===== src/logic/pmcs_pkg.sv =====
package pmcs_pkg;

    // ------------------------------------------------------------
    // register map and field layout
    // ------------------------------------------------------------
    localparam logic [7:0]  OFS_CONFIG  = 8'h00;
    localparam logic [7:0]  OFS_CURRENT = 8'h01;
    localparam logic [7:0]  OFS_BUS     = 8'h02;
    localparam logic [7:0]  OFS_POWER   = 8'h03;
    localparam logic [7:0]  OFS_MASK    = 8'h06;
    localparam logic [15:0] CONFIG_RST  = 16'h0007;   // continuous, both channels, 1 sample
    localparam logic [15:0] MASK_RST    = 16'h0000;
    localparam logic [15:0] MASK_RW     = 16'hfc03;   // ready flag and bits 2,4..9 not writable
    localparam int          MODE_LSB    = 0;
    localparam int          AVG_LSB     = 9;
    localparam int          RDY_BIT     = 3;

    // ------------------------------------------------------------
    // timing and datapath constants
    // ------------------------------------------------------------
    localparam int          WAKE_US     = 40;         // power-down recovery, microseconds
    localparam int          CLK_MHZ     = 40;
    localparam int          WAKE_CYC    = WAKE_US * CLK_MHZ;
    localparam logic [10:0] WAKE_LAST   = 11'(WAKE_CYC - 1);
    localparam int          POWER_SHIFT = 10;
    localparam int          ACC_W       = 23;         // 16 bits plus up to 128 samples

    // ------------------------------------------------------------
    // types
    // ------------------------------------------------------------
    typedef enum logic [3:0] {
        S_OFF, S_WAKE, S_IDLE, S_START, S_SH_REQ, S_SH_WAIT, S_CURR,
        S_BUS_REQ, S_BUS_WAIT, S_POWER, S_ACCUM, S_LOAD
    } pmcs_state_e;

    typedef struct packed {
        logic        wr;
        logic        rd;
        logic [7:0]  addr;
        logic [15:0] wdata;
    } pmcs_regreq_s;

    // mode bits: [2] continuous, [1] bus channel, [0] shunt channel
    function automatic logic pmcs_mode_active(input logic [2:0] mode);
        return mode[1:0] != 2'b00;
    endfunction : pmcs_mode_active

endpackage : pmcs_pkg


===== src/logic/pmcs_sequencer.sv =====
// How it works
// - continuous mode repeats shunt then bus conversions
// - current follows shunt; power uses that current
// - accumulate samples until averaging count reached
// - outputs loaded only when averaging completes
// - outputs hold until next completed set
// - data register reads never disturb conversion
// - modes for shunt-only or bus-only conversion
// - triggered mode write starts one set
// - registers stay accessible while powered down
// - wait recovery interval after leaving power-down
// - stay powered down until active mode written
// - ready flag set after whole set finishes
// - configuration write clears ready, except power-down
// - mask register read clears ready flag
// - bus register keeps fixed weight per code
`timescale 1ns/1ps
`default_nettype none
module pmcs_sequencer
    import pmcs_pkg::*;
(
    // clock, reset, enable
    input  wire logic         mclk,
    input  wire logic         arst_n,
    input  wire logic         ce,
    // register port from the serial engine
    input  wire pmcs_regreq_s req,
    output logic [15:0]       reg_rdata,
    // converter handshake
    output logic              adc_start,
    output logic              adc_chan,
    input  wire logic         adc_done,
    input  wire logic [15:0]  adc_data,
    // status
    output logic              power_down,
    output logic              conv_ready
);

    // ------------------------------------------------------------
    // reset release
    // ------------------------------------------------------------
    logic rst_s1;
    logic rst_n;

    // two stages so release never lands near an edge
    always_ff @(posedge mclk or negedge arst_n) begin
        if (!arst_n) begin
            rst_s1 <= 1'b0;
            rst_n  <= 1'b0;
        end else begin
            rst_s1 <= 1'b1;
            rst_n  <= rst_s1;
        end
    end

    // ------------------------------------------------------------
    // state and storage
    // ------------------------------------------------------------
    pmcs_state_e              state;
    pmcs_state_e              next_state;
    logic [15:0]              config_q;
    logic [15:0]              mask_q;
    logic [10:0]              wake_cnt;
    logic [6:0]               sample_cnt;
    logic signed [15:0]       shunt_val;
    logic signed [15:0]       cur_val;
    logic [15:0]              bus_val;
    logic [15:0]              pw_val;
    logic signed [ACC_W-1:0]  acc_cur;
    logic [ACC_W-1:0]         acc_bus;
    logic [ACC_W-1:0]         acc_pw;
    logic [15:0]              out_cur;
    logic [15:0]              out_bus;
    logic [15:0]              out_pw;

    // ------------------------------------------------------------
    // decode
    // ------------------------------------------------------------
    wire logic       cfg_wr    = ce & req.wr & (req.addr == OFS_CONFIG);
    wire logic       mask_wr   = ce & req.wr & (req.addr == OFS_MASK);
    wire logic       mask_rd   = ce & req.rd & (req.addr == OFS_MASK);
    wire logic [2:0] mode      = config_q[MODE_LSB +: 3];
    wire logic [2:0] new_mode  = req.wdata[MODE_LSB +: 3];
    wire logic [2:0] avg_sh    = config_q[AVG_LSB +: 3];
    wire logic [6:0] last_smp  = 7'((8'h01 << avg_sh) - 8'h01);
    wire logic       new_act   = pmcs_mode_active(new_mode);
    wire logic       set_rdy   = ce & (state == S_LOAD);
    wire logic       clr_rdy   = (cfg_wr & new_act) | mask_rd;
    wire logic [15:0] cur_mag  = cur_val[15] ? 16'(-cur_val) : cur_val;
    wire logic [31:0] pw_prod  = cur_mag * bus_val;

    // ------------------------------------------------------------
    // sequencer next state
    // ------------------------------------------------------------
    always_comb begin
        next_state = state;
        if (cfg_wr) begin
            if (!new_act)
                next_state = S_OFF;
            else if (state == S_OFF || state == S_WAKE)
                next_state = S_WAKE;
            else
                next_state = S_START;
        end else begin
            case (state)
                S_OFF:      next_state = S_OFF;
                S_WAKE:     if (wake_cnt == WAKE_LAST) next_state = S_START;
                S_IDLE:     next_state = S_IDLE;
                S_START:    next_state = mode[0] ? S_SH_REQ : S_BUS_REQ;
                S_SH_REQ:   next_state = S_SH_WAIT;
                S_SH_WAIT:  if (adc_done) next_state = S_CURR;
                S_CURR:     next_state = mode[1] ? S_BUS_REQ : S_POWER;
                S_BUS_REQ:  next_state = S_BUS_WAIT;
                S_BUS_WAIT: if (adc_done) next_state = S_POWER;
                S_POWER:    next_state = S_ACCUM;
                S_ACCUM: begin
                    if (sample_cnt == last_smp)
                        next_state = S_LOAD;
                    else
                        next_state = mode[0] ? S_SH_REQ : S_BUS_REQ;
                end
                S_LOAD:     next_state = mode[2] ? S_START : S_IDLE;
                default:    next_state = S_OFF;
            endcase
        end
    end

    // converter request lines; data reads have no path in here
    assign adc_start  = (state == S_SH_REQ) | (state == S_BUS_REQ);
    assign adc_chan   = (state == S_BUS_REQ);

    // ------------------------------------------------------------
    // control registers
    // ------------------------------------------------------------
    // state, wake timer and sample count
    always_ff @(posedge mclk or negedge rst_n) begin
        if (!rst_n) begin
            state      <= S_WAKE;
            wake_cnt   <= 11'h000;
            sample_cnt <= 7'h00;
        end else if (ce) begin
            state      <= next_state;
            wake_cnt   <= (state == S_WAKE && next_state == S_WAKE && !cfg_wr)
                          ? wake_cnt + 11'h001 : 11'h000;
            if (state == S_START)
                sample_cnt <= 7'h00;
            else if (state == S_ACCUM)
                sample_cnt <= sample_cnt + 7'h01;
        end
    end

    // host registers, served in every state including power-down
    always_ff @(posedge mclk or negedge rst_n) begin
        if (!rst_n) begin
            config_q <= CONFIG_RST;
            mask_q   <= MASK_RST;
        end else begin
            if (cfg_wr)
                config_q <= req.wdata;
            if (mask_wr)
                mask_q   <= req.wdata & MASK_RW;
        end
    end

    // ready flag: a set in the same cycle as a clear wins
    always_ff @(posedge mclk or negedge rst_n) begin
        if (!rst_n)
            conv_ready <= 1'b0;
        else
            conv_ready <= set_rdy | (conv_ready & ~clr_rdy);
    end

    // powered-down indication for the analog front end
    always_ff @(posedge mclk or negedge rst_n) begin
        if (!rst_n)
            power_down <= 1'b0;
        else if (ce)
            power_down <= (next_state == S_OFF);
    end

    // read data sampled before any clear takes effect
    always_ff @(posedge mclk or negedge rst_n) begin
        if (!rst_n) begin
            reg_rdata <= 16'h0000;
        end else if (ce && req.rd) begin
            case (req.addr)
                OFS_CONFIG:  reg_rdata <= config_q;
                OFS_CURRENT: reg_rdata <= out_cur;
                OFS_BUS:     reg_rdata <= out_bus;
                OFS_POWER:   reg_rdata <= out_pw;
                OFS_MASK:    reg_rdata <= {mask_q[15:RDY_BIT+1], conv_ready, mask_q[RDY_BIT-1:0]};
                default:     reg_rdata <= 16'h0000;
            endcase
        end
    end

    // ------------------------------------------------------------
    // measurement datapath
    // ------------------------------------------------------------
    // samples; current taken from the shunt code at one code per lsb
    always_ff @(posedge mclk or negedge rst_n) begin
        if (!rst_n) begin
            shunt_val <= 16'sh0000;
            cur_val   <= 16'sh0000;
            bus_val   <= 16'h0000;
            pw_val    <= 16'h0000;
        end else if (ce) begin
            if (state == S_SH_WAIT && adc_done)
                shunt_val <= adc_data;
            if (state == S_CURR)
                cur_val   <= shunt_val;
            if (state == S_BUS_WAIT && adc_done)
                bus_val   <= adc_data;
            if (state == S_POWER)
                pw_val    <= pw_prod[POWER_SHIFT +: 16];
        end
    end

    // accumulators, cleared at every set start (also a restart)
    always_ff @(posedge mclk or negedge rst_n) begin
        if (!rst_n) begin
            acc_cur <= '0;
            acc_bus <= '0;
            acc_pw  <= '0;
        end else if (ce) begin
            if (state == S_START) begin
                acc_cur <= '0;
                acc_bus <= '0;
                acc_pw  <= '0;
            end else if (state == S_ACCUM) begin
                acc_cur <= acc_cur + ACC_W'(cur_val);
                acc_bus <= acc_bus + ACC_W'(bus_val);
                acc_pw  <= acc_pw + ACC_W'(pw_val);
            end
        end
    end

    // output registers move only at the end of a full set
    always_ff @(posedge mclk or negedge rst_n) begin
        if (!rst_n) begin
            out_cur <= 16'h0000;
            out_bus <= 16'h0000;
            out_pw  <= 16'h0000;
        end else if (ce && state == S_LOAD) begin
            if (mode[0])
                out_cur <= 16'(acc_cur >>> avg_sh);
            if (mode[1])
                out_bus <= 16'(acc_bus >> avg_sh);
            out_pw  <= 16'(acc_pw >> avg_sh);
        end
    end
endmodule : pmcs_sequencer
`default_nettype wire


===== config.mk =====
export PLATFORM = sky130hd
export DESIGN_NAME = pmcs_sequencer
export DESIGN_NICKNAME = d
export VERILOG_FILES = /design/src/logic/pmcs_pkg.sv /design/src/logic/pmcs_sequencer.sv
export SDC_FILE = /design/constraint.sdc
export NUM_CORES = 1
export LEC_CHECK = 0
export BUFFER_PORTS_ARGS = -buffer_cell sky130_fd_sc_hd__buf_4
export CORE_ASPECT_RATIO = 1.2
export CORE_MARGIN = 5
export CORE_UTILIZATION = 35
export DETAILED_ROUTE_END_ITERATION = 7
export PLACE_DENSITY_LB_ADDON = 0.08
export SLEW_MARGIN = 25
export SYNTH_ARGS = -nofsm -noshare
export SYNTH_HDL_FRONTEND = slang
export SYNTH_SLANG_ARGS = --single-unit

===== constraint.sdc =====
create_clock -name mclk -period 8.89 [get_ports mclk]
set_clock_uncertainty 0.05 [all_clocks]
set_input_delay 0 -clock mclk [delete_from_list [all_inputs] [get_ports mclk]]
set_output_delay 0 -clock mclk [all_outputs]
set_load 0.1 [all_outputs]

## Yosys cells after proc, flatten, opt, wreduce, memory -nomap -nowiden

Cells that the tools add are included.

- Input port bits: 46
- Bits in writable memories: 0
- Word-level logic and storage cells: 104
- Memories kept: 0
- Flip-flop bits (word level): 247
- Bits in latches: 0
- ROM bits: 0
- Output and inout bits: 20

- Bitwise logic cells: 12
- Multipliers: 1
- Order comparisons: 0
- $add $sub $neg: 7
- Div/mod/pow operators: 0
- Mux-type cells: 22
- Equality and inequality tests: 18
- Reduce and logical (&&, ||, !) cells: 20
- Shift-type cells: 4

Operator list:

| kind | number |
|---|---|
| 2-to-1 mux 23 bit | 6 |
| case mux 16 bit (5 select lines) | 1 |
| adder 23 x 16 -> 23 bit | 3 |
| right shift 23 x 3 -> 16 bit | 2 |
| case mux 4 bit (11 select lines) | 1 |
| multiplier 16 x 16 -> 26 bit | 1 |
| 2-to-1 mux 4 bit | 6 |
| >>> shifter 23 x 3 -> 16 bit | 1 |
| equality test 4 x 3 -> 1 bit (second input constant) | 4 |
| equality test 4 bit (second input constant) | 4 |
| equality test 8 x 2 -> 1 bit (second input constant) | 2 |
| 2-to-1 mux 16 bit | 1 |
| negation 16 bit | 1 |
| 2-to-1 mux 7 bit | 2 |
| AND reduction 2 bit | 7 |
| adder 11 x 1 -> 11 bit (second input constant) | 1 |
| equality test 11 bit (second input constant) | 1 |
| 2-to-1 mux 11 bit | 1 |
| bitwise AND 1 bit | 8 |
| equality test 4 x 1 -> 1 bit (second input constant) | 2 |
| equality test 4 x 2 -> 1 bit (second input constant) | 2 |
| equality test 8 x 1 -> 1 bit (second input constant) | 1 |
| equality test 8 x 3 -> 1 bit (second input constant) | 1 |
| logical NOT 4 bit | 2 |
| other kinds (13) | 23 |

## Logic depth before layout (Yosys ltp)

- Depth in word-level cells: 10
- Mapped depth: 29
- Mapped depth without buffers: 28

## Worst setup path after synthesis

OpenSTA, ideal clock, no wires.

- Path type: register -> register
- Start: register cur_val[6]
- End: register pw_val[15]
- Data required time: 8.715 ns
- Path slack: 1.466 ns
- Clock period less this slack: 7.424 ns
- Cell stages (with the launch flop): 26
- Arrival: 7.249 ns
- Setup time: 0.125 ns
- Buffers on the path: 1
- Cells stage by stage: dfrtp_1 > or4_4 > or4_4 > o31ai_1 > xnor2_1 > clkbuf_1 > nand2_1 > fa_1 > fa_1 > fa_1 > inv_1 > fa_1 > fa_1 > inv_1 > fa_1 > inv_1 > ha_1 > and4_1 > nor2b_1 > o211ai_1 > o311a_1 > nor2_1 > a2111oi_2 > a21oi_1 > xnor2_1 > o21ai_1

- Word-level cells in the longest chain between the ends: 3

RTL lines:

| what | RTL line | text |
|---|---|---|
| start, declared | pmcs_sequencer.sv:66 | `logic signed [15:0] cur_val;` |
| start signal, assigned | pmcs_sequencer.sv:211 | `cur_val <= shunt_val;` |
| negation 16 bit | pmcs_sequencer.sv:89 | `wire logic [15:0] cur_mag = cur_val[15] ? 16'(-cur_val) : cur_val;` |
| 2-to-1 mux 16 bit * | pmcs_sequencer.sv:89 |  |
| multiplier 16 x 16 -> 26 bit * | pmcs_sequencer.sv:90 | `wire logic [31:0] pw_prod = cur_mag * bus_val;` |
| end signal, assigned | pmcs_sequencer.sv:215 | `pw_val <= pw_prod[POWER_SHIFT +: 16];` |
| end, declared | pmcs_sequencer.sv:68 | `logic [15:0] pw_val;` |

Mark *: on every way between the ends. The rest lies on a longest branch, timed or not.
A chain may end at the register's enable or synchronous reset.

## Worst setup path in the final report

Same ends and word-level chain as after synthesis.

==> results.json <==
{
  "cellInternalPower_uw": 2052,
  "drive_above_1_share": 0.1221,
  "wirelength_um": 62140,
  "synthesis.nets": 2666,
  "fmax_mhz": 127.4,
  "setup_viol": 0,
  "vdd_drop_max_uv": 136.9,
  "switching_share": 0.2802,
  "max_slew_margin": 0.3678,
  "drtIter0Drc": 838,
  "cp-start-kind": "register",
  "yosysTopAreaCell": "dfrtp_1",
  "netlist_area_mm2": 0.02203,
  "io_buffers": 65,
  "synth_enable_flop_cells": 0,
  "path_max_fanout": 7,
  "placementRows": 100,
  "cts_max_level": 1,
  "areaGrowthSynthToFinish_pct": 12.95,
  "insertedDiodeCount": 0,
  "wire_per_inst_um": 19.38,
  "grt_pass1_vias": 17350,
  "cts_tree": "done",
  "cap_violations": 0,
  "nFillCells": 6177,
  "power_leakage_uw": 0.01163,
  "setup_slack_ps": 1044,
  "p_sw_uw": 798.8,
  "cts_setup_buffers": 0,
  "final_common_cell": "nand2_1",
  "cp.required_ps": 9280,
  "netlist.area_leader.share": 0.2760,
  "rsz0062_at_grt": "no",
  "place_ws_ps": 1000,
  "comb_power_share": 0.106,
  "yosysSeqAreaShare": 0.2807,
  "initial_core_util": 0.3543,
  "cts_buffer_depth": 3,
  "ant_nets": 0,
  "tightest_slew_ps": 948.2,
  "grt_max_degree": 70,
  "power_frac_seq": 0.454,
  "fin_crit_ps": 7846,
  "status": "complete, no violations",
  "synthDistinctLibCells": 81,
  "clkLatencyLatePin_ps": 580,
  "num_vias": 16660,
  "final_hold_viol_count": 0,
  "synth_area_leaders": "dfrtp_1, fa_1, ha_1",
  "power_density_mw_per_mm2": 114.6,
  "grt_usage": 0.1819,
  "async_flop_share": 1.000,
  "final_cell_mix": "nand2_1, dfrtp_1, inv_1",
  "die_h_um": 284.9,
  "fin_total_pwr_uw": 2851,
  "clkPwrFrac": 0.440,
  "final_max_slew_viol_count": 0,
  "dieWidth_um": 239.1,
  "holdCritPathClass": "in -> reg",
  "antenna_found_initial": 1,
  "vias_per_cell": 5.196,
  "endpoint_kind": "register",
  "register_area_mm2": 0.006196,
  "dp_hpwl_um": 46720,
  "overflow": 0,
  "min_period_over_period": 0.8826,
  "coreArea_mm2": 0.06218,
  "cp.arrival_ps": 8240,
  "drt_pre_antenna_iters": 5,
  "syn-instance-count": 2305,
  "clock_sinks": 247,
  "drc": 0,
  "finalNetCount": 2728,
  "syn_avg_cell_area_um2": 9.560,
  "fin_tns_setup_ps": 0,
  "gp_congestion": 0.8326,
  "clk_pin_slew_worst_paths_ps": 60,
  "io-pin-count": 66,
  "synth-warning-count": 0,
  "worst-setup-path-type": "reg -> reg",
  "ys_ff_latch": 247,
  "synth_ff_type": "dfrtp_1",
  "multi_input_area_mm2": 0.01457,
  "die_area_mm2": 0.06810,
  "cts_resized": 0,
  "grt_pass1_wl_um": 99580,
  "cts_buffers": 31,
  "cts_root_buffer": "clkbuf_16"
}
==> timing repair <==
| action | in CTS | in global routing |
|---|---|---|
| hold buffers | 39 | 0 |
| endpoints found under the hold margin | 90 | 0 |
| setup endpoints to repair | 0 | 0 |
==> Yosys cell counts (all sizes together), types with 5 or more instances <==
library cell  instances
xnor2                56
dfrtp               243
nor2                 90
nand2               314
nor3                 20
o21a                 10
o31ai                12
a31oi                14
nand4                 9
nor2b                33
fa                  183
a2111oi               5
o21bai                6
or4                   5
and3                 13
or2                   5
mux4                 29
clkbuf              101
mux2                 74
o41ai                 7
nand3b                6
inv                 226
a21oi               100
a22o                  8
nand3                41
ha                  132
o21ai               144
nor4                  8
xor2                 43
a222oi                9
and2                 99
buf                  17
or3                   8
nand2b               16
a21o                 35
mux2i               100
a211oi               20
==> kinds of logic (layout without fill, tap and decap cells) <==
kind of cell    after synthesis  in the layout  synth area share
other cells                   1              1         0.0001702
flops                       247            247            0.2807
buf+inv                     345            431           0.05905
compound gates              410            410            0.1162
fa+ha+maj                   315            315            0.2412
mux                         203            203            0.1129
xor+xnor                    100            100           0.04037
simple gates                684            684            0.1494
==> area by class of cell <==
cell class	count	share of cell area
multi-input cells	1713	0.5855
repair buffers	147	0.04957
flip-flops and latches	247	0.2490
well taps	816	0.04102
inverters	227	0.03424
clock inverters	9	0.004122
clock buffers	48	0.03655
==> state kept, by name (all words and copies together) (netlist names), 4 cells and up <==
| register | flops |
|---|---|
| acc_bus | 23 |
| shunt_val | 16 |
| config_q | 16 |
| reg_rdata | 16 |
| acc_pw | 23 |
| cur_val | 16 |
| state | 4 |
| pw_val | 16 |
| out_pw | 16 |
| mask_q | 8 |
| out_bus | 16 |
| wake_cnt | 11 |
| out_cur | 16 |
| acc_cur | 23 |
| bus_val | 16 |
| sample_cnt | 7 |
==> power by group through the flow <==
| stage | registers [uW] | logic, uW | clock network, uW |
|---|---|---|---|
| floorplan | 1240 | 219 | 0 |
| global placement | 1320 | 282 | 0 |
| detailed placement | 1320 | 286 | 0 |
| CTS | 1300 | 301 | 1310 |
| global route | 1300 | 336 | 1340 |
| finish | 1290 | 301 | 1260 |
==> path summary, 6_finish.rpt <==
| path | startpoint | endpoint | slack, ps | depth (start not counted) |
|---|---|---|---|---|
| max | cur_val[6] | pw_val[15] | 1040 | 24 |
| min | req[16] | reg_rdata[3] | 40 | 4 |
| max in group asynchronous | rst_n | config_q[9] | 7270 | 1 |
| min in group asynchronous | rst_n | config_q[5] | 230 | 0 |
| min reg2reg | rst_n | config_q[5] | 230 | 0 |
| max reg2reg | cur_val[6] | pw_val[15] | 1040 | 24 |
==> worst max-delay path, stage by stage (launching register included) <==
cell and delay (ps):
dfrtp_1 450, or4_4 590, or4_4 520, o31ai_1 250, xnor2_1 390, nand2_1 190, fa_1 550, fa_1 510
fa_1 520, inv_1 50, fa_1 490, fa_1 490, inv_1 50, fa_1 480, inv_1 40, ha_1 320
and4_1 240, nor2b_1 130, o211ai_1 160, o311a_1 270, nor2_1 80, a2111oi_2 480, a21oi_1 150, xnor2_1 180
o21ai_1 70
==> stage by stage <==
| step | cells | instance area (um2) | util | hold WS (ps) |
|---|---|---|---|---|
| 4_1_cts | 3205 | 24840 | 0.3995 | 1.774 |
| 5_1_grt | 3207 | 24890 | 0.4002 | 41.37 |
| 3_3_place_gp | 3109 | 23430 | 0.3768 | -266.1 |
| 6_report | 3207 | 24890 | 0.4002 | 38.69 |
| 3_5_place_dp | 3109 | 23440 | 0.3769 | -264.9 |
| 2_1_floorplan | 2305 | 22030 | - | -345.6 |
==> layer usage <==
layer	vias up	track usage	wire length [um]
li1	7964	-	-
met1	8332	0.2501	28540
met2	286	0.3076	29780
met3	82	0.01991	2169
met4	0	0.04580	1652
met5	-	0	0
Note: power is estimated with default switching activity, not from simulation.
